$ cat src/mfpg_defs.svh
`ifndef MFPG_DEFS_SVH
`define MFPG_DEFS_SVH

// Register indices; byte address is four times the index
`define MFPG_IDX_CS_DRIVE    8'h25
`define MFPG_IDX_KEY_PINS    8'h28
`define MFPG_IDX_KEY_FUNC    8'h2b
`define MFPG_IDX_TP_DATA     8'h30
`define MFPG_IDX_TP_DIR      8'h32
`define MFPG_IDX_TP_FUNC     8'h33
`define MFPG_IDX_SP_DATA     8'h3c
`define MFPG_IDX_SP_DIR      8'h3e
`define MFPG_IDX_SP_FUNC     8'h3f
`define MFPG_IDX_ANALOG_PINS 8'h40

// Bus widths
`define MFPG_AW              12
`define MFPG_DW              32

// Implemented bits of each register
`define MFPG_CS_DRIVE_MASK   8'h26
`define MFPG_TP_MASK         8'h6b
`define MFPG_SP_MASK         6'h3f
`define MFPG_SP_FUNC_MASK    6'h2d

// Reset values
`define MFPG_CS_DRIVE_RST    8'h00
`define MFPG_KEY_FUNC_RST    8'h00
`define MFPG_TP_DATA_RST     8'h6b
`define MFPG_TP_CTRL_RST     8'h00
`define MFPG_SP_DATA_RST     6'h3f
`define MFPG_SP_CTRL_RST     6'h00

// Bit positions on the timer/interrupt port
`define MFPG_TP_T0IN_BIT     0
`define MFPG_TP_T1OUT_BIT    1
`define MFPG_TP_IRQ0_BIT     3
`define MFPG_TP_T3OUT_BIT    5
`define MFPG_TP_TWOUT_BIT    6

// Bit positions on the serial port group, per channel offset
`define MFPG_SP_CH_STRIDE    3
`define MFPG_SP_TX_OFS       0
`define MFPG_SP_RX_OFS       1
`define MFPG_SP_CLK_OFS      2

// Converter trigger position on the analog port
`define MFPG_AN_TRIG_BIT     3

// AXI responses
`define MFPG_RESP_OKAY       2'h0
`define MFPG_RESP_SLVERR     2'h2

`endif

$ cat src/mfpg_pkg.sv
package mfpg_pkg;

    // Signals a serial core drives toward its pins
    typedef struct packed {
        logic txd;
        logic sclk;
    } mfpg_sio_out_type;

    // Signals the pins deliver to a serial core
    typedef struct packed {
        logic rxd;
        logic sclk;
        logic cts_n;
    } mfpg_sio_in_type;

    // Timer outputs that may reach the timer/interrupt port
    typedef struct packed {
        logic timer1_output;
        logic timer3_output;
        logic wide_timer_output;
    } mfpg_tmr_out_type;

endpackage : mfpg_pkg

$ cat src/mfpg_top.sv
// The AXI4-Lite register port was chosen for this implementation.
`include "mfpg_defs.svh"

module mfpg_top import mfpg_pkg::*; (
    input  wire logic                   clk_i,
    input  wire logic                   rstn_i,
    // AXI4-Lite slave
    input  wire logic [`MFPG_AW-1:0]    s_axi_awaddr_i,
    input  wire logic                   s_axi_awvalid_i,
    output logic                        s_axi_awready_o,
    input  wire logic [`MFPG_DW-1:0]    s_axi_wdata_i,
    input  wire logic [3:0]             s_axi_wstrb_i,
    input  wire logic                   s_axi_wvalid_i,
    output logic                        s_axi_wready_o,
    output logic [1:0]                  s_axi_bresp_o,
    output logic                        s_axi_bvalid_o,
    input  wire logic                   s_axi_bready_i,
    input  wire logic [`MFPG_AW-1:0]    s_axi_araddr_i,
    input  wire logic                   s_axi_arvalid_i,
    output logic                        s_axi_arready_o,
    output logic [`MFPG_DW-1:0]         s_axi_rdata_o,
    output logic [1:0]                  s_axi_rresp_o,
    output logic                        s_axi_rvalid_o,
    input  wire logic                   s_axi_rready_i,
    // Pins
    input  wire logic [7:0]             key_inputs_i,
    input  wire logic [7:0]             tport_pin_i,
    output logic      [7:0]             tport_pin_o,
    output logic      [7:0]             tport_pin_oe_o,
    input  wire logic [5:0]             sport_pin_i,
    output logic      [5:0]             sport_pin_o,
    output logic      [5:0]             sport_pin_oe_o,
    input  wire logic [4:0]             analog_pin_i,
    // Chip-select port drive mode, to that port's pad logic
    output logic      [7:0]             cs_port_open_drain_o,
    // Core side
    input  wire mfpg_tmr_out_type       timer_out_i,
    input  wire mfpg_sio_out_type [1:0] serial_out_i,
    output mfpg_sio_in_type [1:0]       serial_in_o,
    output logic                        timer0_input_o,
    output logic      [3:0]             ext_irq_o,
    output logic                        key_wakeup_irq_o,
    output logic                        converter_trigger_n_o
);

    ////////////////////////////////////////////////////////////////////////
    // Pin synchronisers

    localparam int NSYNC = 27;

    logic [NSYNC-1:0] pin_raw;
    logic [NSYNC-1:0] s1_q;
    logic [NSYNC-1:0] s2_q;
    logic [NSYNC-1:0] s3_q;
    logic [NSYNC-1:0] filt_q;
    logic [7:0]       key_lvl;
    logic [7:0]       tp_lvl;
    logic [5:0]       sp_lvl;
    logic [4:0]       an_lvl;

    assign pin_raw = {analog_pin_i, sport_pin_i, tport_pin_i, key_inputs_i};

    // Three stages; a level counts once stages two and three agree.
    // Reset to 1 matches the idle level of pulled-up pins.
    always_ff @(posedge clk_i or negedge rstn_i) begin
        if (!rstn_i) begin
            s1_q   <= {NSYNC{1'b1}};
            s2_q   <= {NSYNC{1'b1}};
            s3_q   <= {NSYNC{1'b1}};
            filt_q <= {NSYNC{1'b1}};
        end else begin
            s1_q   <= pin_raw;
            s2_q   <= s1_q;
            s3_q   <= s2_q;
            filt_q <= (s2_q & s3_q) | (filt_q & (s2_q | s3_q));
        end
    end

    assign key_lvl = filt_q[7:0];
    assign tp_lvl  = filt_q[15:8];
    assign sp_lvl  = filt_q[21:16];
    assign an_lvl  = filt_q[26:22];

    ////////////////////////////////////////////////////////////////////////
    // Register file

    logic [7:0] cs_drive_q;
    logic [7:0] key_func_q;
    logic [7:0] tp_data_q;
    logic [7:0] tp_dir_q;
    logic [7:0] tp_func_q;
    logic [5:0] sp_data_q;
    logic [5:0] sp_dir_q;
    logic [5:0] sp_func_q;
    logic       wr_fire;
    logic [7:0] wr_idx;
    logic [7:0] wr_byte;
    logic       wr_hit;
    logic       wstb_q;

    // Only byte lane 0 carries a register; other lanes are ignored
    always_ff @(posedge clk_i or negedge rstn_i) begin
        if (!rstn_i) begin
            cs_drive_q <= `MFPG_CS_DRIVE_RST;
            key_func_q <= `MFPG_KEY_FUNC_RST;
            tp_data_q  <= `MFPG_TP_DATA_RST;
            tp_dir_q   <= `MFPG_TP_CTRL_RST;
            tp_func_q  <= `MFPG_TP_CTRL_RST;
            sp_data_q  <= `MFPG_SP_DATA_RST;
            sp_dir_q   <= `MFPG_SP_CTRL_RST;
            sp_func_q  <= `MFPG_SP_CTRL_RST;
        end else if (wr_fire && wstb_q) begin
            case (wr_idx)
                `MFPG_IDX_CS_DRIVE: begin
                    cs_drive_q <= wr_byte & `MFPG_CS_DRIVE_MASK;
                end
                `MFPG_IDX_KEY_FUNC: begin
                    key_func_q <= wr_byte;
                end
                `MFPG_IDX_TP_DATA: begin
                    tp_data_q <= wr_byte & `MFPG_TP_MASK;
                end
                `MFPG_IDX_TP_DIR: begin
                    tp_dir_q <= wr_byte & `MFPG_TP_MASK;
                end
                `MFPG_IDX_TP_FUNC: begin
                    tp_func_q <= wr_byte & `MFPG_TP_MASK;
                end
                `MFPG_IDX_SP_DATA: begin
                    sp_data_q <= wr_byte[5:0] & `MFPG_SP_MASK;
                end
                `MFPG_IDX_SP_DIR: begin
                    sp_dir_q <= wr_byte[5:0] & `MFPG_SP_MASK;
                end
                `MFPG_IDX_SP_FUNC: begin
                    sp_func_q <= wr_byte[5:0] & `MFPG_SP_FUNC_MASK;
                end
                default: begin
                end
            endcase
        end
    end

    // Address map membership; write-only and read-only both count
    function automatic logic map_hit(input logic [`MFPG_AW-1:0] a);
        logic [7:0] i;
        i = a[9:2];
        map_hit = (a[11:10] == 2'h0) &&
                  (i == `MFPG_IDX_CS_DRIVE || i == `MFPG_IDX_KEY_PINS ||
                   i == `MFPG_IDX_KEY_FUNC || i == `MFPG_IDX_TP_DATA  ||
                   i == `MFPG_IDX_TP_DIR   || i == `MFPG_IDX_TP_FUNC  ||
                   i == `MFPG_IDX_SP_DATA  || i == `MFPG_IDX_SP_DIR   ||
                   i == `MFPG_IDX_SP_FUNC  || i == `MFPG_IDX_ANALOG_PINS);
    endfunction : map_hit

    // Read value; write-only registers read as zero, so a
    // read-modify-write would clobber them with zeros
    function automatic logic [7:0] rd_byte(input logic [7:0] i);
        rd_byte = 8'h00;
        case (i)
            `MFPG_IDX_KEY_PINS:    rd_byte = key_lvl;
            `MFPG_IDX_TP_DATA:     rd_byte = tp_lvl & `MFPG_TP_MASK;
            `MFPG_IDX_SP_DATA:     rd_byte = {2'h0, sp_lvl};
            `MFPG_IDX_ANALOG_PINS: rd_byte = {3'h0, an_lvl};
            default:               rd_byte = 8'h00;
        endcase
    endfunction : rd_byte

    ////////////////////////////////////////////////////////////////////////
    // AXI4-Lite write channel

    logic                awready_q;
    logic                wready_q;
    logic                bvalid_q;
    logic [1:0]          bresp_q;
    logic                aw_held_q;
    logic                w_held_q;
    logic [`MFPG_AW-1:0] awaddr_q;
    logic [7:0]          wdata_q;

    assign wr_fire = aw_held_q && w_held_q && !bvalid_q;
    assign wr_idx  = awaddr_q[9:2];
    assign wr_byte = wdata_q;
    assign wr_hit  = map_hit(awaddr_q);

    // Address and data are taken in either order, then one write runs
    always_ff @(posedge clk_i or negedge rstn_i) begin
        if (!rstn_i) begin
            awready_q <= 1'b1;
            wready_q  <= 1'b1;
            bvalid_q  <= 1'b0;
            bresp_q   <= `MFPG_RESP_OKAY;
            aw_held_q <= 1'b0;
            w_held_q  <= 1'b0;
            awaddr_q  <= '0;
            wdata_q   <= 8'h00;
            wstb_q    <= 1'b0;
        end else begin
            if (awready_q && s_axi_awvalid_i) begin
                awready_q <= 1'b0;
                aw_held_q <= 1'b1;
                awaddr_q  <= s_axi_awaddr_i;
            end
            if (wready_q && s_axi_wvalid_i) begin
                wready_q <= 1'b0;
                w_held_q <= 1'b1;
                wdata_q  <= s_axi_wdata_i[7:0];
                wstb_q   <= s_axi_wstrb_i[0];
            end
            if (wr_fire) begin
                aw_held_q <= 1'b0;
                w_held_q  <= 1'b0;
                bvalid_q  <= 1'b1;
                bresp_q   <= wr_hit ? `MFPG_RESP_OKAY : `MFPG_RESP_SLVERR;
            end
            // Ready again only once the response is taken
            if (bvalid_q && s_axi_bready_i) begin
                bvalid_q  <= 1'b0;
                awready_q <= 1'b1;
                wready_q  <= 1'b1;
            end
        end
    end

    assign s_axi_awready_o = awready_q;
    assign s_axi_wready_o  = wready_q;
    assign s_axi_bvalid_o  = bvalid_q;
    assign s_axi_bresp_o   = bresp_q;

    ////////////////////////////////////////////////////////////////////////
    // AXI4-Lite read channel

    logic                arready_q;
    logic                rvalid_q;
    logic [1:0]          rresp_q;
    logic [`MFPG_DW-1:0] rdata_q;

    always_ff @(posedge clk_i or negedge rstn_i) begin
        if (!rstn_i) begin
            arready_q <= 1'b1;
            rvalid_q  <= 1'b0;
            rresp_q   <= `MFPG_RESP_OKAY;
            rdata_q   <= '0;
        end else begin
            if (arready_q && s_axi_arvalid_i) begin
                arready_q <= 1'b0;
                rvalid_q  <= 1'b1;
                rdata_q   <= {24'h000000, rd_byte(s_axi_araddr_i[9:2])};
                rresp_q   <= map_hit(s_axi_araddr_i) ? `MFPG_RESP_OKAY
                                                     : `MFPG_RESP_SLVERR;
            end
            if (rvalid_q && s_axi_rready_i) begin
                rvalid_q  <= 1'b0;
                arready_q <= 1'b1;
            end
        end
    end

    assign s_axi_arready_o = arready_q;
    assign s_axi_rvalid_o  = rvalid_q;
    assign s_axi_rresp_o   = rresp_q;
    assign s_axi_rdata_o   = rdata_q;

    ////////////////////////////////////////////////////////////////////////
    // Timer/interrupt port drive

    logic [7:0] tp_out_d;
    logic [7:0] tp_oe_d;
    logic [7:0] tp_out_q;
    logic [7:0] tp_oe_q;

    // Function plus output direction hands the pin to a timer
    always_comb begin
        tp_out_d = tp_data_q;
        tp_oe_d  = tp_dir_q & `MFPG_TP_MASK;
        if (tp_func_q[`MFPG_TP_T1OUT_BIT] && tp_dir_q[`MFPG_TP_T1OUT_BIT]) begin
            tp_out_d[`MFPG_TP_T1OUT_BIT] = timer_out_i.timer1_output;
        end
        if (tp_func_q[`MFPG_TP_T3OUT_BIT] && tp_dir_q[`MFPG_TP_T3OUT_BIT]) begin
            tp_out_d[`MFPG_TP_T3OUT_BIT] = timer_out_i.timer3_output;
        end
        if (tp_func_q[`MFPG_TP_TWOUT_BIT] && tp_dir_q[`MFPG_TP_TWOUT_BIT]) begin
            tp_out_d[`MFPG_TP_TWOUT_BIT] = timer_out_i.wide_timer_output;
        end
    end

    always_ff @(posedge clk_i or negedge rstn_i) begin
        if (!rstn_i) begin
            tp_out_q <= `MFPG_TP_DATA_RST;
            tp_oe_q  <= 8'h00;
        end else begin
            tp_out_q <= tp_out_d;
            tp_oe_q  <= tp_oe_d;
        end
    end

    assign tport_pin_o    = tp_out_q;
    assign tport_pin_oe_o = tp_oe_q;

    ////////////////////////////////////////////////////////////////////////
    // Serial port group drive

    logic [5:0] sp_out_d;
    logic [5:0] sp_oe_d;
    logic [5:0] sp_out_q;
    logic [5:0] sp_oe_q;

    // Open-drain transmit drives low only; a released pin floats high
    always_comb begin
        int tx;
        int ck;
        tx = 0;
        ck = 0;
        sp_out_d = sp_data_q;
        sp_oe_d  = sp_dir_q;
        for (int ch = 0; ch < 2; ch++) begin
            tx = ch * `MFPG_SP_CH_STRIDE + `MFPG_SP_TX_OFS;
            ck = ch * `MFPG_SP_CH_STRIDE + `MFPG_SP_CLK_OFS;
            if (sp_func_q[tx]) begin
                if (sp_dir_q[tx]) begin
                    sp_out_d[tx] = serial_out_i[ch].txd;
                    sp_oe_d[tx]  = 1'b1;
                end else begin
                    sp_out_d[tx] = 1'b0;
                    sp_oe_d[tx]  = !serial_out_i[ch].txd;
                end
            end
            if (sp_func_q[ck]) begin
                sp_out_d[ck] = serial_out_i[ch].sclk;
                sp_oe_d[ck]  = 1'b1;
            end
        end
    end

    always_ff @(posedge clk_i or negedge rstn_i) begin
        if (!rstn_i) begin
            sp_out_q <= `MFPG_SP_DATA_RST;
            sp_oe_q  <= 6'h00;
        end else begin
            sp_out_q <= sp_out_d;
            sp_oe_q  <= sp_oe_d;
        end
    end

    assign sport_pin_o    = sp_out_q;
    assign sport_pin_oe_o = sp_oe_q;

    ////////////////////////////////////////////////////////////////////////
    // Inputs delivered to the cores

    mfpg_sio_in_type [1:0] sio_in_q;
    logic                  t0in_q;
    logic [3:0]            ext_irq_q;
    logic                  trig_n_q;
    logic [3:0]            irq_sel;
    logic [3:0]            irq_lvl;

    // Interrupt inputs need function set and direction input
    assign irq_sel = {tp_func_q[6] & ~tp_dir_q[6],
                      tp_func_q[5] & ~tp_dir_q[5],
                      tp_func_q[1] & ~tp_dir_q[1],
                      tp_func_q[`MFPG_TP_IRQ0_BIT] &
                      ~tp_dir_q[`MFPG_TP_IRQ0_BIT]};
    assign irq_lvl = {tp_lvl[6], tp_lvl[5], tp_lvl[1],
                      tp_lvl[`MFPG_TP_IRQ0_BIT]};

    // Receive and clock-in are fed regardless of any function bit
    always_ff @(posedge clk_i or negedge rstn_i) begin
        if (!rstn_i) begin
            sio_in_q  <= '1;
            t0in_q    <= 1'b0;
            ext_irq_q <= 4'h0;
            trig_n_q  <= 1'b1;
        end else begin
            for (int ch = 0; ch < 2; ch++) begin
                sio_in_q[ch].rxd <=
                    sp_lvl[ch * `MFPG_SP_CH_STRIDE + `MFPG_SP_RX_OFS];
                sio_in_q[ch].sclk <=
                    sp_lvl[ch * `MFPG_SP_CH_STRIDE + `MFPG_SP_CLK_OFS];
                sio_in_q[ch].cts_n <=
                    sp_lvl[ch * `MFPG_SP_CH_STRIDE + `MFPG_SP_CLK_OFS];
            end
            t0in_q    <= tp_lvl[`MFPG_TP_T0IN_BIT] &
                         tp_func_q[`MFPG_TP_T0IN_BIT];
            ext_irq_q <= irq_lvl & irq_sel;
            trig_n_q  <= an_lvl[`MFPG_AN_TRIG_BIT];
        end
    end

    assign serial_in_o           = sio_in_q;
    assign timer0_input_o        = t0in_q;
    assign ext_irq_o             = ext_irq_q;
    assign converter_trigger_n_o = trig_n_q;
    assign cs_port_open_drain_o  = cs_drive_q;

    ////////////////////////////////////////////////////////////////////////
    // Key-on wakeup

    logic [7:0] key_prev_q;
    logic       key_irq_q;

    // Edge is taken on the filtered level, so short glitches never wake.
    // The pulse is fed to the interrupt controller, whose wake path
    // keeps running in every halt mode.
    always_ff @(posedge clk_i or negedge rstn_i) begin
        if (!rstn_i) begin
            key_prev_q <= 8'hff;
            key_irq_q  <= 1'b0;
        end else begin
            key_prev_q <= key_lvl;
            key_irq_q  <= |(key_prev_q & ~key_lvl & key_func_q);
        end
    end

    assign key_wakeup_irq_o = key_irq_q;

endmodule : mfpg_top

$ cat config.mk
export PLATFORM = sky130hd
export DESIGN_NAME = mfpg_top
export DESIGN_NICKNAME = d
export VERILOG_FILES = /design/src/mfpg_pkg.sv /design/src/mfpg_top.sv
export VERILOG_INCLUDE_DIRS = /design/src
export SDC_FILE = /design/constraint.sdc
export NUM_CORES = 1
export LEC_CHECK = 0
export ABC_CLOCK_PERIOD_IN_PS = 1700
export BUFFER_PORTS_ARGS = -buffer_cell sky130_fd_sc_hd__buf_2
export CAP_MARGIN = 20
export CORE_ASPECT_RATIO = 2
export CORE_MARGIN = 1
export CORE_UTILIZATION = 48
export DETAILED_ROUTE_END_ITERATION = 12
export GPL_TIMING_DRIVEN = 0
export PLACE_DENSITY = 0.82
export SYNTH_ARGS = -nofsm -noshare
export SYNTH_HDL_FRONTEND = slang
export SYNTH_SLANG_ARGS = --single-unit
$ cat constraint.sdc
create_clock -name clk_i -period 1.7 [get_ports clk_i]
set_clock_uncertainty 0.05 [all_clocks]
set_input_delay 0.34 -clock clk_i [delete_from_list [all_inputs] [get_ports clk_i]]
set_output_delay 0.34 -clock clk_i [all_outputs]
set_load 0.02 [all_outputs]
==> reports/qor.yml, run 1 <==
final_layout:
  diodes: 0
  finalNonFillerCells: 929
  postLayoutCellArea_sq_um: 10000
  synthToLayoutAreaGrowth_pct: 28.4
  most-common-layout-cells: "134 x dfstp_2, 120 x buf_2, 77 x dfrtp_1, 45 x buf_4, 42 x mux2_2"
  layout_commonest_cell: "dfstp_2"
  fin_nets: 817
  drive_above_1_share_pct: 58.0
sta:
  hold_violations: 0
  fmax_mhz: 523
  slew_viol_final: 0
  tightest_slew_ps: 594
  fin_crit_ps: 1910
  setup_slack_ps: -210
  rsz0062_at_grt: "yes"
  slew_headroom_pct: 60.3
  setup_viol: 39
  fin_crit_sh_pct: 112
yosys:
  async_flop_share_pct: 100
  synth_cell_types: 49
  synth_area_sq_um: 7790
  yosysWarnings: 0
  ys.flop_type: "dfstp_2"
  ys_seq_area_share_pct: 71.2
  synth_enable_flop_cells: 0
  synth-seq-cells: 215
  syn_avg_cell_area_sq_um: 15.6
  syn_inst: 500
cts:
  cts_root_buf: "clkbuf_16"
  cts.htree.levels: 1
  clk_latency_ps: 470
  cts_tree: "built"
  cts.sinks: 215
  cts_max_path_buffers: 3
  cts_buffers: 19
  clk_pin_slew_ps: 60
die:
  dieArea_sq_um: 16800
  io_pins: 191
  row_count: 65
  die_h_um: 182
  start_util_pct: 49.4
  fp.dieW_um: 92.1
  core_area_sq_um: 15800
job:
  cap_violations: 0
placed_design:
  dpl.hpwl_um: 10900
  gp_congestion: 0.809
  dp_cells: 856
  placed_area_sq_um: 8860
  io_buffers: 118
critical_path:
  worst-setup-path-type: "register to register"
  start_kind: "register"
  crit_path_end_kind: "register"
  crit_path_max_incr_delay_ps: 410
  slowest_stage: "dfrtp_2"
  cp_num_buf_inv: 3
  critPathMostFrequentCell: "buf_6"
  crit_fanout: 6
  required_ps: 2000
  cp_cell_sequence: "and3b_1 -> buf_6 -> nand4_1 -> buf_6 -> and2b_1 -> buf_6 -> mux2_4"
  arrival_ps: 2210
  crit_family: "simple AND/OR/NAND/NOR gates"
grt:
  antenna_found_initial: 0
  grt_usage_pct: 19.4
  grt_pass1_wl_um: 25100
  grt_pass1_vias: 4898
  grt-ovfl-total: 0
  grt_start_max_net_pins: 135
routing:
  route.detailed.drc: 0
  postRouteAntennaNets: 0
  firstDrtPassIters: 4
  routedWlPerCell_um: 17.2
  routed_wl_um: 16000
  vias: 4593
  routed_via_density: 4.94
  drt_iter0_markers: 164
run_status:
  violations: "negative setup slack"
  status: "finished, violations left"
pwr:
  design_power_total_mw: 12.9
  ir_drop_uv: 1020
  p_leak_nw: 4.67
  cellPowerDensity_nw_per_um2: 1290
min_path:
  hp-class: "primary input to register"
[flip-flops by register name (all words and copies together) (netlist names), 6 cells and up]
register        count
s2_q               24
wdata_q             8
key_func_q          8
awaddr_q           10
sport_pin_oe_o      6
sport_pin_o         6
s1_q               24
sp_dir_q            6
sp_data_q           6
s_axi_rdata_o       8
key_prev_q          8
filt_q             24
s3_q               24
[metal layers]
metal / vias to the layer above / global-route usage (%) / share of wire, %
li1: 2093 / - / -
met1: 2294 / 21.2 / 35
met2: 163 / 36.6 / 56
met3: 43 / 2.88 / 4.9
met4: 0 / 8.31 / 3.4
met5: - / 0 / 0
[through the flow]
stage | setup slack [ps] | TNS [ps] | hold WS [ps] | util, %
after floorplan | -194 | -3940 | -5.59 | -
after global placement | -3200 | -467250 | 296 | 55.9
after detailed placement | -508 | -12870 | 297 | 56.2
after CTS | -277 | -6530 | 0.318 | 63.0
after global routing | -231 | -6860 | 19.4 | 63.4
final | -210 | -4640 | 23.3 | 63.4
[path summary, 6_finish.rpt]
| check | startpoint | end | slack, ps | cells after the start |
|---|---|---|---|---|
| setup reg to reg | s_axi_bvalid_o$_DFFE_PN0P_ | sp_dir_q[1]$_DFFE_PN0P_ | -210 | 7 |
| hold / removal | s_axi_wvalid_i | s_axi_wready_o$_DFFE_PN1P_ | 20 | 2 |
| max in group asynchronous | rstn_i | sp_data_q[2]$_DFFE_PN1P_ | 330 | 3 |
| hold reg to reg | s1_q[4]$_DFF_PN1_ | s2_q[4]$_DFF_PN1_ | 310 | 0 |
| min in group asynchronous | rstn_i | sport_pin_oe_o[4]$_DFF_PN0_ | 390 | 2 |
| setup / recovery | s_axi_bvalid_o$_DFFE_PN0P_ | sp_dir_q[1]$_DFFE_PN0P_ | -210 | 7 |
[cells in the mapped netlist (5+ instances only)]
master | instances | area share [%]
dfstp_2 | 134 | 45
dfrtp_1 | 81 | 26
mux2_2 | 66 | 9.5
buf_4 | 39 | 3.8
nand2_1 | 26 | 1.3
maj3_1 | 24 | 3.1
nor2_1 | 15 | 0.72
inv_1 | 10 | 0.48
o21ai_0 | 10 | 0.64
a22oi_1 | 8 | 0.77
nand3_1 | 8 | 0.51
and3b_1 | 7 | 0.79
buf_2 | 5 | 0.32
[logic make-up after synthesis]
logic type,share of synthesized area [%]
flops,71.2
simple gates,7.07
mux,9.67
buf+inv,4.71
compound gates,3.86
fa+ha+maj,3.08
xor+xnor,0.337
other cells,0.0481
[where the power goes]
group	internal, mW	switching [mW]	leakage, nW
combinational	1.02	1.11	1.90
sequential	5.96	0.667	2.47
clock	2.44	1.74	0.300
[timing repair]
action / CTS / global route
gates resized for setup: 26 / 7
hold endpoints to repair: 45 / 0
endpoints found under the setup margin: 44 / 53
pin swaps: 6 / 7
gates cloned: 0 / 1
buffers inserted: 9 / 3
hold buffers: 27 / 0
[area by class of cell]
type / count / area, sq um
Timing Repair Buffer: 159 / 1040
Multi-Input combinational cell: 264 / 2170
Inverter: 10 / 37.5
Clock inverter: 3 / 41.3
Buffer: 47 / 343
Clock buffer: 30 / 567
Tap cell: 201 / 251
Sequential cell: 215 / 5550
Fill cell: 1190 / 5770
No activity file was read; power rests on OpenSTA's default activity.
==> inputs of run 2 (changes only) <==
--- a/config.mk
+++ b/config.mk
@@ -6,7 +6,7 @@
 export SDC_FILE = /design/constraint.sdc
 export NUM_CORES = 1
 export LEC_CHECK = 0
-export ABC_CLOCK_PERIOD_IN_PS = 1700
+export ABC_CLOCK_PERIOD_IN_PS = 1600
 export BUFFER_PORTS_ARGS = -buffer_cell sky130_fd_sc_hd__buf_2
 export CAP_MARGIN = 20
 export CORE_ASPECT_RATIO = 2
@@ -15,6 +15,7 @@
 export DETAILED_ROUTE_END_ITERATION = 12
 export GPL_TIMING_DRIVEN = 0
 export PLACE_DENSITY = 0.82
+export SKIP_CTS_REPAIR_TIMING = 1
 export SYNTH_ARGS = -nofsm -noshare
 export SYNTH_HDL_FRONTEND = slang
 export SYNTH_SLANG_ARGS = --single-unit
==> constraint.sdc (replaced) <==
create_clock -name clk_i -period 1.6 [get_ports clk_i]
set_clock_uncertainty 0.05 [all_clocks]
set_input_delay 0.32 -clock clk_i [delete_from_list [all_inputs] [get_ports clk_i]]
set_output_delay 0.32 -clock clk_i [all_outputs]
set_load 0.02 [all_outputs]
==> run 2 against run 1 <==
Core utilization rose by 0.28 points. The run ends with negative hold slack, negative setup slack left. Critical path depth down 1. Maximum frequency down 0.89%. Largest cell class unchanged. Register-to-register slack got worse by 120 ps.
==> reports/qor.yml, run 2 (synthesized netlist as in run 1, its figures left out) <==
run_status:
  status: "finished, violations left"
  violations: "negative hold slack, negative setup slack"
die:
  row_count: 65
  fp.dieW_um: 92.1
  start_util_pct: 49.4
  core_area_sq_um: 15800
  die_h_um: 182
  io_pins: 191
  dieArea_sq_um: 16800
sta:
  tightest_slew_ps: 917
  slew_viol_final: 0
  setup_viol: 43
  fin_hold_ws_ps: -128
  fmax_mhz: 519
  fin_crit_sh_pct: 120
  slew_headroom_pct: 38.8
  rsz0062_at_grt: "yes"
  fin_crit_ps: 1930
  hold_violations: 54
  setup_slack_ps: -327
routing:
  firstDrtPassIters: 4
  vias: 4694
  wl_met2_um: 9320
  routed_via_density: 5.05
  route.detailed.drc: 0
  met3_length_um: 720
  routed_wl_um: 16400
  postRouteAntennaNets: 0
  top_layer_used: "met4"
  routedWlPerCell_um: 17.6
  drt_iter0_markers: 206
  wirelength_met1_um: 5750
pwr:
  p_leak_nw: 4.68
  ir_drop_uv: 872
  p_clk_share_pct: 33.2
  cellPowerDensity_nw_per_um2: 1390
  design_power_total_mw: 14.0
  p_int_mw: 10.1
  swShare_pct: 27.5
  power.switching_mw: 3.84
  p_comb_share_pct: 16.4
  pwr-share-seq_pct: 50.4
critical_path:
  reg2reg_slack_ps: -330
  start_kind: "register"
  critPathCapture: "key_func_q[7]$_DFFE_PN0P_"
  rr_startpoint: "s_axi_bvalid_o$_DFFE_PN0P_"
  r2r_cells: 6
  worst-setup-path-type: "register to register"
  crit_start: "s_axi_bvalid_o$_DFFE_PN0P_"
  crit_fanout: 8
  r2r-end: "key_func_q[7]$_DFFE_PN0P_"
  crit_path_end_kind: "register"
  arrival_ps: 2250
  required_ps: 1920
cts:
  cts_root_buf: "clkbuf_16"
  cts_tree: "built"
  cts.htree.levels: 1
  clk_latency_ps: 480
  cts_buffers: 19
  clk_pin_slew_ps: 70
  cts_max_path_buffers: 3
  cts.sinks: 215
final_layout:
  synthToLayoutAreaGrowth_pct: 29.0
  most-common-layout-cells: "134 x dfstp_2, 115 x buf_2, 79 x dfrtp_1, 48 x buf_4, 43 x mux2_2"
  fin_nets: 817
  drive_above_1_share_pct: 58.0
  diodes: 0
  layout_commonest_cell: "dfstp_2"
placed_design:
  dpl.hpwl_um: 10800
  io_buffers: 118
  gp_congestion: 0.799
grt:
  grt_pass1_wl_um: 24300
  grt_pass1_vias: 4746
  antenna_found_initial: 0
  grt_start_max_net_pins: 128
  grt-ovfl-total: 0
  grt_usage_pct: 18.7
min_path:
  hp-class: "primary input to async pin"
job:
  cap_violations: 0
## run 2: changes by cell type in the layout (fill, tap and decap cells not counted), sizes merged
| cell | delta |
|---|---|
| clkinvlp | +1 |
| dlygate4sd3 | +1 |
| inv | +1 |
| clkinv | +2 |
| clkbuf | -5 |
| bufinv | +1 |
## run 2: worst min path at each step
| stage | cells past startpoint | slack, ps | to | start |
|---|---|---|---|---|
| 2_1_floorplan | 0 | -30 | aw_held_q$_DFFE_PN0P_ | rstn_i |
| 5_1_grt | 1 | -40 | ext_irq_o[0]$_DFF_PN0_ | rstn_i |
| 3_3_place_gp | 0 | 300 | s2_q[25]$_DFF_PN1_ | s1_q[25]$_DFF_PN1_ |
| 3_5_place_dp | 0 | 300 | s2_q[3]$_DFF_PN1_ | s1_q[3]$_DFF_PN1_ |
| 6_report | 1 | -130 | ext_irq_o[0]$_DFF_PN0_ | rstn_i |
| 4_1_cts | 1 | -140 | s1_q[0]$_DFF_PN1_ | key_inputs_i[0] |
## run 2: power by group through the flow
stage          clock network [mW]  logic [mW]  registers, mW
3_5_place_dp                    0        2.03           7.09
2_1_floorplan                   0        1.20           7.06
6_report                     4.64        2.29           7.04
4_1_cts                      4.77        2.05           7.00
3_3_place_gp                    0        1.91           7.02
5_1_grt                      4.98        2.46           7.13
## run 2: worst max-delay path, stage by stage, from the launching register on
cell and delay, ps:
dfrtp_2 430, and3b_1 230, buf_6 130, nand4b_4 120
nor4b_4 340, buf_12 180, mux2_2 330
## run 2: metrics by stage
step / instances / cell area (sq um) / worst slack [ps] / utilization (%) / setup TNS (ps)
floorplan: 536 / 8010 / -294 / - / -6590
global placement: 855 / 8850 / -3280 / 56.1 / -489230
detailed placement: 856 / 8880 / -616 / 56.3 / -16390
CTS: 890 / 9530 / -642 / 60.4 / -16350
global route: 930 / 10000 / -424 / 63.7 / -12490
finish: 930 / 10000 / -327 / 63.7 / -9450
## run 2: routing by layer
metal	vias to the layer above	GRT usage, %
met4	0	7.25
met2	186	35.8
met3	47	2.75
met5	-	0
li1	2098	-
met1	2363	20.1
## run 2: cell type report
cell class | instances | area (sq um)
fillers | 1129 | 5730
flip-flops and latches | 215 | 5550
multi-input cells | 264 | 2170
repair buffers | 160 | 1050
clock buffers | 26 | 543
plain buffers | 46 | 339
well taps | 201 | 251
clock inverters | 8 | 101
inverters | 10 | 37.5
